File: src/inc/usb_regs_pkg.sv
// Shared offsets, field positions, reset values and carrier types of the USB register block.
// Assumes an 8-bit CPU register port with a 6-bit byte address and single-cycle strobes.
package usb_regs_pkg;

    // Common registers.
    localparam logic [5:0] ADDR_OUT_IRQ_EN  = 6'h08;
    localparam logic [5:0] ADDR_BUS_IRQ_EN  = 6'h09;
    localparam logic [5:0] ADDR_BUS_PEND    = 6'h0A;
    localparam logic [5:0] ADDR_FRAME_HI    = 6'h0B;
    localparam logic [5:0] ADDR_FRAME_LO    = 6'h0C;
    localparam logic [5:0] ADDR_TEST        = 6'h0D;
    localparam logic [5:0] ADDR_EP_SEL      = 6'h0E;
    // Indexed window, 10h to 19h, steered by the endpoint select field.
    localparam logic [5:0] ADDR_IN_MAXP_HI  = 6'h10;
    localparam logic [5:0] ADDR_IN_MAXP_LO  = 6'h11;
    localparam logic [5:0] ADDR_IN_CTL_HI   = 6'h12;
    localparam logic [5:0] ADDR_EP0_CSR     = 6'h13;

    localparam logic [7:0] RST_OUT_IRQ_EN   = 8'h06;
    localparam logic [7:0] RST_BUS_IRQ_EN   = 8'h06;
    localparam logic [7:0] RST_ZERO         = 8'h00;

    // Field positions.
    localparam int OUT_EN_EP2      = 2;
    localparam int OUT_EN_EP1      = 1;
    localparam int BUS_FRAME_START = 3;
    localparam int BUS_RESET       = 2;
    localparam int BUS_RESUME      = 1;
    localparam int BUS_SLEEP       = 0;
    localparam int TST_FORCE_FS    = 5;
    localparam int TST_FORCE_HS    = 4;
    localparam int TST_PACKET      = 3;
    localparam int TST_K           = 2;
    localparam int TST_J           = 1;
    localparam int TST_ZERO_NAK    = 0;
    localparam int INCTL_AUTO      = 7;
    localparam int INCTL_DMA       = 4;
    localparam int INCTL_FTOG      = 3;
    localparam int EP0_CONTROL_STATUS_CLR_EARLY  = 7;
    localparam int EP0_CONTROL_STATUS_ACK_OUT    = 6;
    localparam int EP0_CONTROL_STATUS_SEND_STALL = 5;
    localparam int EP0_CONTROL_STATUS_EARLY      = 4;
    localparam int EP0_CONTROL_STATUS_DATA_END   = 3;
    localparam int EP0_CONTROL_STATUS_STALL_SENT = 2;
    localparam int EP0_CONTROL_STATUS_IN_READY   = 1;
    localparam int EP0_CONTROL_STATUS_OUT_READY  = 0;
    localparam int TEST_PKT_BYTES  = 53;

    typedef enum logic [1:0] {
        EP_SEL_EP0  = 2'b00,
        EP_SEL_EP1  = 2'b01,
        EP_SEL_EP2  = 2'b10,
        EP_SEL_NONE = 2'b11
    } ep_sel_e;

    typedef enum logic {
        SPD_FULL = 1'b0,
        SPD_HIGH = 1'b1
    } speed_e;

    // Events from the endpoint 0 protocol engine, each a one-cycle pulse.
    typedef struct packed {
        logic out_rx;
        logic in_sent;
        logic early_end;
        logic stall_tx;
        logic xfer_done;
    } ep0_evt_s;

    // Controls towards the endpoint 0 protocol engine.
    typedef struct packed {
        logic stall_req;
        logic data_end;
        logic in_ready;
        logic flush;
        logic irq_evt;
    } ep0_ctl_s;

    // Per IN endpoint configuration presented to the endpoint engine.
    typedef struct packed {
        logic [10:0] max_payload;
        logic        auto_commit;
        logic        dma_en;
        logic        force_toggle;
    } in_ep_cfg_s;

    typedef struct packed {
        logic send_stall;
        logic early_finish;
        logic data_end;
        logic stall_sent;
        logic in_ready;
        logic out_ready;
        logic flush;
        logic irq_evt;
    } ep0_state_s;

    typedef struct packed {
        logic [1:0]            out_en;
        logic [3:0]            bus_en;
        logic [3:0]            bus_pend;
        logic [10:0]           frame;
        logic [5:0]            test;
        ep_sel_e               sel;
        in_ep_cfg_s [1:0]      in_cfg;
        speed_e                speed;
        logic [3:0]            test_out;
        logic [7:0]            rdata;
        logic                  irq;
        logic [1:0]            commit;
        logic [1:0]            at_max;
        logic [1:0]            dma_req;
        logic [1:0]            toggle;
    } top_state_s;

endpackage : usb_regs_pkg

File: src/logic/usb_func_regs.sv
// Register block of a USB 2.0 function: interrupt enables, bus-event flags, frame number,
// test modes, endpoint select, IN max payload, IN control high byte and endpoint 0 control.
// Assumes the packet engine presents its events as one-cycle pulses on CORE_CLK and that the
// CPU port gives single-cycle read and write strobes; read data appears one cycle later.

// Operation
// - OUT enable: endpoint 2 at bit 2, endpoint 1 at bit 1, reset 06h.
// - Bus enable: frame start 3, bus reset 2, resume 1, sleep 0, reset 06h.
// - Bus pending flags same layout; reading the register clears all flags.
// - Last received 11-bit frame number: high three bits and low byte, read only.
// - Bus reset picks full speed when forced full, high speed when forced high.
// - Test packet mode repeatedly sends 53-byte endpoint 0 packet at high speed.
// - Test K drives continuous K, test J continuous J, at high speed.
// - Zero-NAK test keeps high speed and NAKs every valid IN token.
// - Select field maps endpoint 0, 1, 2 or none into the 10h-19h window.
// - IN endpoints 1 and 2 each hold an 11-bit max payload, high and low.
// - Auto commit raises in-ready on full packet; endpoint 0 high control reads 00h.
// - DMA enable bit passes or blocks DMA requests of the IN endpoint.
// - Force toggle flips IN data toggle after every packet, ACK or not.
// - Early finish flag sets, interrupts, flushes; write 1 bit 7 clears it.
// - Send stall written by software is cleared after the STALL is sent.
// - Software sets data end; device clears it when the transfer ends.
// - Stall sent flag set on each STALL; software clears it.
// - Software sets in-ready; device clears it after sending and interrupts.
// - Out-ready set on reception with interrupt; write 1 bit 6 clears it.
module usb_func_regs (
    input  wire logic                               CORE_CLK,
    input  wire logic                               RST_N,
    input  wire logic [5:0]                         REG_ADDR,
    input  wire logic                               REG_WR,
    input  wire logic                               REG_RD,
    input  wire logic [7:0]                         REG_WDATA,
    output logic [7:0]                              REG_RDATA,
    input  wire logic                               FRAME_START_SEEN,
    input  wire logic [10:0]                        FRAME_NUMBER_IN,
    input  wire logic                               BUS_RESET_SEEN,
    input  wire logic                               RESUME_SEEN,
    input  wire logic                               SLEEP_SEEN,
    input  wire logic                               HS_NEGOTIATED,
    input  wire usb_regs_pkg::ep0_evt_s             EP0_EVT,
    input  wire logic [1:0]                         OUT_EP_FLAGS,
    input  wire logic                               IN_EP_IRQ,
    input  wire logic [1:0][10:0]                   IN_LOADED_BYTES,
    input  wire logic [1:0]                         IN_DMA_WANT,
    input  wire logic [1:0]                         IN_PKT_SENT,
    input  wire logic [1:0]                         IN_ACK_SEEN,
    output usb_regs_pkg::ep0_ctl_s                  EP0_CTL,
    output usb_regs_pkg::in_ep_cfg_s [1:0]          IN_EP_CFG,
    output logic [1:0]                              IN_COMMIT,
    output logic [1:0]                              IN_DMA_REQ,
    output logic [1:0]                              IN_DATA_TOGGLE,
    output logic                                    HIGH_SPEED,
    output logic                                    TEST_PACKET_MODE,
    output logic                                    TEST_K_STATE,
    output logic                                    TEST_J_STATE,
    output logic                                    TEST_ZERO_NAK,
    output logic                                    IRQ
);
    logic                     rst_meta_q;
    logic                     rst_n_q;
    usb_regs_pkg::top_state_s q;
    usb_regs_pkg::top_state_s d;
    logic [7:0]               ep0_csr;
    logic                     ep0_wr;
    logic                     in_sel;
    logic                     idx;
    logic [7:0]               rd_val;
    logic [3:0]               bus_evt;

    // The release of reset is retimed so no flop leaves reset on a different edge.
    always_ff @(posedge CORE_CLK or negedge RST_N) begin
        if (!RST_N) begin
            rst_meta_q <= 1'b0;
            rst_n_q    <= 1'b0;
        end else begin
            rst_meta_q <= 1'b1;
            rst_n_q    <= rst_meta_q;
        end
    end

    // Only endpoints 1 and 2 own IN configuration; index 0 holds endpoint 1.
    assign in_sel = (q.sel == usb_regs_pkg::EP_SEL_EP1) || (q.sel == usb_regs_pkg::EP_SEL_EP2);
    assign idx    = (q.sel == usb_regs_pkg::EP_SEL_EP2);
    assign ep0_wr = REG_WR && (REG_ADDR == usb_regs_pkg::ADDR_EP0_CSR)
                    && (q.sel == usb_regs_pkg::EP_SEL_EP0);
    assign bus_evt = {FRAME_START_SEEN, BUS_RESET_SEEN, RESUME_SEEN, SLEEP_SEEN};

    usb_ep0_csr u_ep0 (
        .clk   (CORE_CLK),
        .rst_n (rst_n_q),
        .wr    (ep0_wr),
        .wdata (REG_WDATA),
        .evt   (EP0_EVT),
        .csr   (ep0_csr),
        .ctl   (EP0_CTL)
    );

    // Read multiplexer; unmapped offsets and an empty window read as zero.
    always_comb begin
        rd_val = 8'h00;
        unique case (REG_ADDR)
            usb_regs_pkg::ADDR_OUT_IRQ_EN: rd_val = {5'h00, q.out_en, 1'b0};
            usb_regs_pkg::ADDR_BUS_IRQ_EN: rd_val = {4'h0, q.bus_en};
            usb_regs_pkg::ADDR_BUS_PEND:   rd_val = {4'h0, q.bus_pend};
            usb_regs_pkg::ADDR_FRAME_HI:   rd_val = {5'h00, q.frame[10:8]};
            usb_regs_pkg::ADDR_FRAME_LO:   rd_val = q.frame[7:0];
            usb_regs_pkg::ADDR_TEST:       rd_val = {2'b00, q.test};
            usb_regs_pkg::ADDR_EP_SEL:     rd_val = {6'h00, q.sel};
            usb_regs_pkg::ADDR_IN_MAXP_HI: begin
                if (in_sel) begin
                    rd_val = {5'h00, q.in_cfg[idx].max_payload[10:8]};
                end
            end
            usb_regs_pkg::ADDR_IN_MAXP_LO: begin
                if (in_sel) begin
                    rd_val = q.in_cfg[idx].max_payload[7:0];
                end
            end
            usb_regs_pkg::ADDR_IN_CTL_HI: begin
                // Endpoint 0 has no IN high control byte and reads zero.
                if (in_sel) begin
                    rd_val = {q.in_cfg[idx].auto_commit, 2'b00, q.in_cfg[idx].dma_en,
                              q.in_cfg[idx].force_toggle, 3'h0};
                end
            end
            usb_regs_pkg::ADDR_EP0_CSR: begin
                if (q.sel == usb_regs_pkg::EP_SEL_EP0) begin
                    rd_val = ep0_csr;
                end
            end
            default: rd_val = 8'h00;
        endcase
    end

    always_comb begin
        d        = q;
        d.commit = 2'b00;
        if (REG_RD) begin
            d.rdata = rd_val;
        end
        if (REG_WR) begin
            unique case (REG_ADDR)
                usb_regs_pkg::ADDR_OUT_IRQ_EN: begin
                    d.out_en = REG_WDATA[usb_regs_pkg::OUT_EN_EP2:usb_regs_pkg::OUT_EN_EP1];
                end
                usb_regs_pkg::ADDR_BUS_IRQ_EN: d.bus_en = REG_WDATA[3:0];
                usb_regs_pkg::ADDR_TEST:       d.test   = REG_WDATA[5:0];
                usb_regs_pkg::ADDR_EP_SEL:     d.sel    = usb_regs_pkg::ep_sel_e'(REG_WDATA[1:0]);
                usb_regs_pkg::ADDR_IN_MAXP_HI: begin
                    if (in_sel) begin
                        d.in_cfg[idx].max_payload[10:8] = REG_WDATA[2:0];
                    end
                end
                usb_regs_pkg::ADDR_IN_MAXP_LO: begin
                    if (in_sel) begin
                        d.in_cfg[idx].max_payload[7:0] = REG_WDATA;
                    end
                end
                usb_regs_pkg::ADDR_IN_CTL_HI: begin
                    if (in_sel) begin
                        d.in_cfg[idx].auto_commit  = REG_WDATA[usb_regs_pkg::INCTL_AUTO];
                        d.in_cfg[idx].dma_en       = REG_WDATA[usb_regs_pkg::INCTL_DMA];
                        d.in_cfg[idx].force_toggle = REG_WDATA[usb_regs_pkg::INCTL_FTOG];
                    end
                end
                default: ;
            endcase
        end
        // An event in the cycle of the clearing read stays pending for the next read.
        d.bus_pend = (REG_RD && REG_ADDR == usb_regs_pkg::ADDR_BUS_PEND) ? bus_evt
                     : (q.bus_pend | bus_evt);
        if (FRAME_START_SEEN) begin
            d.frame = FRAME_NUMBER_IN;
        end
        // Zero-NAK test holds high speed through bus resets; full speed wins if both are forced.
        if (BUS_RESET_SEEN && !q.test[usb_regs_pkg::TST_ZERO_NAK]) begin
            if (q.test[usb_regs_pkg::TST_FORCE_FS]) begin
                d.speed = usb_regs_pkg::SPD_FULL;
            end else if (q.test[usb_regs_pkg::TST_FORCE_HS]) begin
                d.speed = usb_regs_pkg::SPD_HIGH;
            end else begin
                d.speed = usb_regs_pkg::speed_e'(HS_NEGOTIATED);
            end
        end
        // Test signalling is only meaningful at high speed, so it is gated by the speed.
        d.test_out = q.test[3:0] & {4{q.speed == usb_regs_pkg::SPD_HIGH}};
        for (int i = 0; i < 2; i++) begin
            d.dma_req[i] = IN_DMA_WANT[i] && q.in_cfg[i].dma_en;
            d.at_max[i]  = (IN_LOADED_BYTES[i] == q.in_cfg[i].max_payload)
                           && (q.in_cfg[i].max_payload != 11'h000);
            d.commit[i]  = q.in_cfg[i].auto_commit && d.at_max[i] && !q.at_max[i];
            if (BUS_RESET_SEEN) begin
                d.toggle[i] = 1'b0;
            end else if (IN_PKT_SENT[i] && (IN_ACK_SEEN[i] || q.in_cfg[i].force_toggle)) begin
                d.toggle[i] = !q.toggle[i];
            end
        end
        d.irq = |(q.bus_pend & q.bus_en) || |(OUT_EP_FLAGS & q.out_en)
                || IN_EP_IRQ || EP0_CTL.irq_evt;
    end

    always_ff @(posedge CORE_CLK or negedge rst_n_q) begin
        if (!rst_n_q) begin
            q        <= '0;
            q.out_en <= usb_regs_pkg::RST_OUT_IRQ_EN[2:1];
            q.bus_en <= usb_regs_pkg::RST_BUS_IRQ_EN[3:0];
            q.sel    <= usb_regs_pkg::EP_SEL_EP0;
            q.speed  <= usb_regs_pkg::SPD_FULL;
        end else begin
            q <= d;
        end
    end

    assign REG_RDATA        = q.rdata;
    assign IN_EP_CFG        = q.in_cfg;
    assign IN_COMMIT        = q.commit;
    assign IN_DMA_REQ       = q.dma_req;
    assign IN_DATA_TOGGLE   = q.toggle;
    assign HIGH_SPEED       = (q.speed == usb_regs_pkg::SPD_HIGH);
    assign TEST_PACKET_MODE = q.test_out[usb_regs_pkg::TST_PACKET];
    assign TEST_K_STATE     = q.test_out[usb_regs_pkg::TST_K];
    assign TEST_J_STATE     = q.test_out[usb_regs_pkg::TST_J];
    assign TEST_ZERO_NAK    = q.test_out[usb_regs_pkg::TST_ZERO_NAK];
    assign IRQ              = q.irq;
endmodule : usb_func_regs

File: src/logic/usb_ep0_csr.sv
// Endpoint 0 control/status byte with its set, clear and self-clearing bits.
// Assumes write strobes are already qualified by address and endpoint select.
module usb_ep0_csr (
    input  wire logic                     clk,
    input  wire logic                     rst_n,
    input  wire logic                     wr,
    input  wire logic [7:0]               wdata,
    input  wire usb_regs_pkg::ep0_evt_s   evt,
    output logic [7:0]                    csr,
    output usb_regs_pkg::ep0_ctl_s        ctl
);
    usb_regs_pkg::ep0_state_s q;
    usb_regs_pkg::ep0_state_s d;

    always_comb begin
        d         = q;
        d.flush   = 1'b0;
        d.irq_evt = 1'b0;
        // A new stall request in the same cycle as the previous stall going out is kept.
        if (evt.stall_tx) begin
            d.send_stall = 1'b0;
        end
        if (wr && wdata[usb_regs_pkg::EP0_CONTROL_STATUS_SEND_STALL]) begin
            d.send_stall = 1'b1;
        end
        if (wr && !wdata[usb_regs_pkg::EP0_CONTROL_STATUS_STALL_SENT]) begin
            d.stall_sent = 1'b0;
        end
        if (evt.stall_tx) begin
            d.stall_sent = 1'b1;
        end
        if (wr && wdata[usb_regs_pkg::EP0_CONTROL_STATUS_CLR_EARLY]) begin
            d.early_finish = 1'b0;
        end
        if (evt.early_end && !q.data_end) begin
            d.early_finish = 1'b1;
            d.flush        = 1'b1;
            d.irq_evt      = 1'b1;
        end
        if (evt.xfer_done) begin
            d.data_end = 1'b0;
        end
        if (wr && wdata[usb_regs_pkg::EP0_CONTROL_STATUS_DATA_END]) begin
            d.data_end = 1'b1;
        end
        if (evt.in_sent && q.in_ready) begin
            d.in_ready = 1'b0;
            d.irq_evt  = 1'b1;
        end
        if (wr && wdata[usb_regs_pkg::EP0_CONTROL_STATUS_IN_READY]) begin
            d.in_ready = 1'b1;
        end
        if (wr && wdata[usb_regs_pkg::EP0_CONTROL_STATUS_ACK_OUT]) begin
            d.out_ready = 1'b0;
        end
        if (evt.out_rx) begin
            d.out_ready = 1'b1;
            d.irq_evt   = 1'b1;
        end
    end

    always_ff @(posedge clk or negedge rst_n) begin
        if (!rst_n) begin
            q <= '0;
        end else begin
            q <= d;
        end
    end

    // The two service bits are strobes and always read back as zero.
    assign csr = {2'b00, q.send_stall, q.early_finish, q.data_end, q.stall_sent,
                  q.in_ready, q.out_ready};
    assign ctl = '{stall_req: q.send_stall, data_end: q.data_end, in_ready: q.in_ready,
                   flush: q.flush, irq_evt: q.irq_evt};
endmodule : usb_ep0_csr

File: config.mk
export PLATFORM = sky130hd
export DESIGN_NAME = usb_func_regs
export DESIGN_NICKNAME = d
export VERILOG_FILES = /design/src/inc/usb_regs_pkg.sv /design/src/logic/usb_func_regs.sv /design/src/logic/usb_ep0_csr.sv
export SDC_FILE = /design/constraint.sdc
export NUM_CORES = 1
export LEC_CHECK = 0
export ABC_AREA = 1
export BUFFER_PORTS_ARGS = -buffer_cell sky130_fd_sc_hd__buf_2
export CAP_MARGIN = 20
export CORE_ASPECT_RATIO = 2
export CORE_MARGIN = 2
export CORE_UTILIZATION = 40
export DETAILED_ROUTE_END_ITERATION = 8
export GPL_ROUTABILITY_DRIVEN = 0
export SLEW_MARGIN = 20
export SYNTH_ARGS = -nofsm -noshare
export SYNTH_HDL_FRONTEND = slang
export SYNTH_SLANG_ARGS = --single-unit
File: constraint.sdc
create_clock -name CORE_CLK -period 3.41 [get_ports CORE_CLK]
set_input_delay 0.5115 -clock CORE_CLK [delete_from_list [all_inputs] [get_ports CORE_CLK]]
set_output_delay 0.5115 -clock CORE_CLK [all_outputs]
set_load 0.03 [all_outputs]
Word-level counts from Yosys, hierarchy flattened. Cells that the tools add are included. W data, S select, Z words.

Muxes and demuxes: 48. Add/sub/neg operators: 0. Divide/modulo/power cells: 0. $lt $le $gt $ge: 2. Eq/ne operators: 18. Reduce and logical (&&, ||, !) cells: 55. Shifts and indexed selects: 0. Multiply operators: 0. Bitwise logic cells: 4.

Operator list (number): $bwmux W28 (5); $pmux W8 S11 (1); $mux W28 (3); $pmux W28 S3 (1); $demux W14 S1 (5); $eq A6 B4 Y1 const B (7); $mux W14 (3); $eq A6 B5 Y1 const B (4); $logic_and A1 B1 Y1 (23); $eq A11 B11 Y1 (2); $reduce_bool A11 Y1 (2); $mux W1 (21); $mux W8 (2); $reduce_bool A2 Y1 (8); $mux W11 (1); $and A4 B4 Y4 (2); $reduce_and A2 Y1 (4); $logic_not A1 Y1 (7); $logic_or A1 B1 Y1 (6); $mux W3 (2); $mux W6 (1); $ne A2 B2 Y1 const B (3); $reduce_and A5 Y1 (1); $mux W2 (2); other kinds (11) (11).

Bits of input ports: 70. Output and inout bits: 53. ROM bits: 0. Memories kept: 0. RAM bits: 0. Bits in latches: 0. Register bits after elaboration: 89. Word-level logic and storage cells: 160.

Longest topological paths before layout.
Depth after elaboration: 10. Mapped depth: 13. Depth with buffers taken out: 12.

Cells and area by module. A second synthesis with hierarchy kept.

Cell total of the unflattened synthesis: 628. Area total of the unflattened synthesis: 4973.5 um^2.

By module, submodules not included: usb_func_regs (times used 1, cells each 589, area each 4634.4 um^2); usb_ep0_csr (times used 1, cells each 39, area each 339.1 um^2).

Worst setup path after synthesis. No wires, ideal clock.

Path type: flip-flop to flip-flop. Start: reg q[51] (netlist name). End: reg (tool-made name). Buffers on the path: 1. Setup slack: 1762 ps. Library setup time: 120 ps. Cell stages (with the launch flop): 9. Arrival time: 1528 ps. Path through: dfrtp_1 > inv_1 > ha_1 > buf_2 > nand2_4 > nor3_1 > nand3_1 > o21ai_0 > inv_1.

RTL lines: start: declaration (line usb_func_regs.sv:61) `usb_regs_pkg::top_state_s q;`.

Worst setup path in the final report.
Start: reg q[50] (netlist name). End: reg q (netlist bit REG_RDATA[1]).

Word-level cells in the longest chain between the ends: 5. Elaborated cells on any way between the ends: 10.

RTL lines: $eq A2 B2 Y1 (line usb_func_regs.sv:82, usb_func_regs.sv:83); $mux W14 (2 in a row); $mux W8 / $mux W3 (equally long branches) (line usb_func_regs.sv:115, usb_func_regs.sv:110); $pmux W8 S11 (*) (line usb_func_regs.sv:101) `unique case (REG_ADDR)`.

Mark *: on every way between the ends. The rest lies on a longest branch, timed or not. The select of a mux whose other input is x is not followed. A chain may end at the register's enable or synchronous reset.

==> flow_summary_export.csv <==
group,metric,value,unit
outcome,outcome,"finished, final reports clean",
drt,drc_errors,0,
logic_synthesis,synth_top_family_by_area,"simple AND/OR/NAND/NOR gates",
clock_tree,holdBufCountCts,1,
drt,antenna_left,0,
worst_setup_path,crit_type,"register to register",
worst_setup_path,critPathArrivalTime,2.44,ns
clock_tree,ctsHtreeMaxLevel,3,
logic_synthesis,yosys.area_share.xor_xnor,3.22,%
drt,drt_iter0_drc,354,
logic_synthesis,synthTopCellsByArea,"dfrtp_1, nand2_1, buf_4",
floorplan,die_h,161,um
timing,setup_viol,0,
floorplan,die-area,13200,um^2
logic_synthesis,yosys.area_share.adder,0.510,%
timing,holdWs,0.352,ns
logic_synthesis,yosysWarnings,0,
worst_setup_path,cp_top_family,"buffers and inverters",
logic_synthesis,synth_ff_type,"dfrtp_1",
timing,worst_slew_pin_slew,0.977,ns
clock_tree,clockBufferDepth,2,
floorplan,initial_core_util,40.7,%
drt,drt-pass1-iter-count,5,
logic_synthesis,yosysMostFrequentCell,"nand2_1",
finish,drive_gt1_share,23.3,%
global_routing,grt_pass1_vias,4289,
logic_synthesis,yosys.area_share.simple,22.6,%
drt,num_vias,4283,
global_routing,antenna_found_initial,0,
placement,portBuffers,122,
logic_synthesis,synth_seq_cells,89,
logic_synthesis,yosys.cell_types.count,39,
worst_hold_path,min_from,"IN_DMA_WANT[1]",
floorplan,core,12100,um^2
drt,wl_per_cell,16.7,um
logic_synthesis,synth_edf_count,0,
finish,area_growth,14.7,%
timing,maxSlewHeadroom,34.9,%
clock_tree,clkSlewWorstSetupHoldPaths,0.06,ns
worst_setup_path,cp-end-kind,"register",
clock_tree,numCtsBuffers,9,
worst_setup_path,critPathSlowestCell,"inv_1",
global_routing,grt_pass1_wl,21800,um
worst_setup_path,reg2reg_slack,1.21,ns
global_routing,grt_max_degree,76,
power,power,2.63,mW
power,p_leak,2.96,nW
worst_setup_path,crit_path_start_kind,"register",
worst_setup_path,cp_cell_sequence,"inv_1 -> ha_1 -> buf_4 -> inv_1 -> nand2_1 -> nand2_1 -> nor2_1 -> nand2_1 -> nand2_1 -> nor2_1 -> nand3_1 -> nand2_1 -> nand2_1",
worst_setup_path,required,3.64,ns
clock_tree,post_cts_buffers,0,
logic_synthesis,syn-num-nets,685,
power,ir_worst_vdd,311,uV
drt,routed_wl,14000,um
logic_synthesis,async_flop_share,100,%
clock_tree,cts_resized,0,
timing,period_minus_slack,2.20,ns
timing,rsz0062_at_grt,"no",
timing,slew_violations,0,
logic_synthesis,synth_compound_area_share,12.2,%
logic_synthesis,synth_commonest_cells,"nand2_1, dfrtp_1, inv_1",
floorplan,fp.dieW,82.3,um
timing,skew,0.0134,ns
clock_tree,clock_latency,0.35,ns
logic_synthesis,postSynthCellCount,613,
worst_setup_path,r2r-start,"q[50]$_DFFE_PN0P_",
worst_setup_path,path_common_cell,"nand2_1",
logic_synthesis,yosysSeqAreaShare,45.5,%
power,p_per_area,468,nW/um^2
placement,post-dp-hpwl,11100,um
worst_setup_path,path_buf_inv,3,
logic_synthesis,synth_area_leader_cell,"dfrtp_1",
floorplan,fp-row-count,57,
timing,hold_viol,0,
finish,nNetsFinal,761,
drt,avgViaCountPerCell,5.09,
floorplan,io_pins,123,
job,drv_cap,0,
clock_tree,cts_tree,"built",
timing,fin_tns_setup,0,ns
logic_synthesis,synth_mux_area_share,1.38,%
worst_setup_path,cp-startpoint,"q[50]$_DFFE_PN0P_",
timing,min_period_over_period,64.7,%
finish,diodes,0,
logic_synthesis,syn-cell-area,4900,um^2
worst_setup_path,max_stage_delay,0.52,ns
worst_hold_path,hold_path.class,"input pin to register",
worst_setup_path,crit_fanout,42,
logic_synthesis,yosysTopAreaCellShare,43.4,%
clock_tree,cts_sinks,89,
timing,fmax,0.454,GHz
clock_tree,cts_root_buffer,"clkbuf_16",
global_routing,gr-usage-all-layers,22.2,%
global_routing,grt-ovfl-total,0,
logic_synthesis,postSynthAreaPerCell,8.00,um^2
[worst reg2reg max path, cell delays in order (launching register included)]
cell and delay (ns):
dfrtp_1 0.38, inv_1 0.07, ha_1 0.19, buf_4 0.25
inv_1 0.52, nand2_1 0.12, nand2_1 0.08, nor2_1 0.04
nand2_1 0.06, nand2_1 0.05, nor2_1 0.08, nand3_1 0.14
nand2_1 0.09, nand2_1 0.05
[where the power goes]
part	switching [mW]	total, mW	internal [mW]
sequential	0.0758	1.20	1.12
clock	0.406	1.05	0.643
combinational	0.253	0.384	0.131
total	0.735	2.63	1.90
[logic make-up (layout without fill, tap and decap cells)]
| kind of cell | Yosys count | in the layout |
|---|---|---|
| xor gates and xnor gates | 18 | 18 |
| other | 1 | 1 |
| muxes | 6 | 6 |
| and+or+nand+nor | 257 | 257 |
| AOI/OAI and AO/OA | 103 | 103 |
| DFF | 89 | 89 |
| buffers and inverters | 137 | 218 |
| adders and majority gates | 2 | 2 |
[cell usage in the layout, fill, tap and decap left out, types with 2 or more instances in the layout]
cell and count:
o21ai_0 60, buf_4 2, xor2_1 6, nand2_1 142
nand4_1 9, inv_1 75, clkinv_2 2, o211ai_1 4
dfstp_2 4, nor4_1 3, dfrtp_1 84, a22oi_1 6
a21oi_1 11, nor2_1 53, nand3_1 35, nor2_4 3
xnor2_1 12, buf_2 122, mux2_2 6, ha_1 2
o31ai_1 9, nor3_1 4, o21bai_1 5, o21ai_1 2
nor2_2 2, clkbuf_1 2, nand2_4 2, bufinv_16 2
clkbuf_16 9, or2_2 2
[metal layers]
| layer | wire [um] | share of wire [%] | track usage [%] |
|---|---|---|---|
| met2 | 7900 | 56 | 41.3 |
| met5 | 0 | 0 | 0 |
| met4 | 625 | 4.5 | 11.3 |
| met1 | 4820 | 34 | 22.8 |
| met3 | 678 | 4.8 | 3.43 |
[cell type report]
| cell class | instances | area, um^2 |
|---|---|---|
| clock inverter | 5 | 78.8 |
| timing repair buffer | 125 | 636 |
| multi-input combinational | 387 | 1960 |
| clock buffer | 11 | 233 |
| inverter | 77 | 292 |
| tap | 147 | 184 |
| sequential | 89 | 2240 |
| fill | 1239 | 6430 |
[worst paths after layout]
check,depth (start not counted),end
worst max register to register,13,REG_RDATA[1]$_DFFE_PN0P_
max in group asynchronous,1,asynchronous set/reset pin
worst min-delay path,3,IN_DMA_REQ[1]$_DFF_PN0_
min in group asynchronous,0,REG_RDATA[0]$_DFFE_PN0P_
worst max-delay path,13,REG_RDATA[1]$_DFFE_PN0P_
worst min register to register,0,rst_n_q$_DFF_PN0_
[through the flow]
stage,setup slack (ns),instance area [um^2],utilization (%),cells
floorplan,0.754,4900,-,613
detailed placement,1.21,5300,44.0,824
finish,1.21,5620,46.6,841
CTS,1.22,5620,46.6,841
global route,0.972,5620,46.6,841
global placement,1.23,5300,44.0,824
No activity file was read; power rests on OpenSTA's default activity.
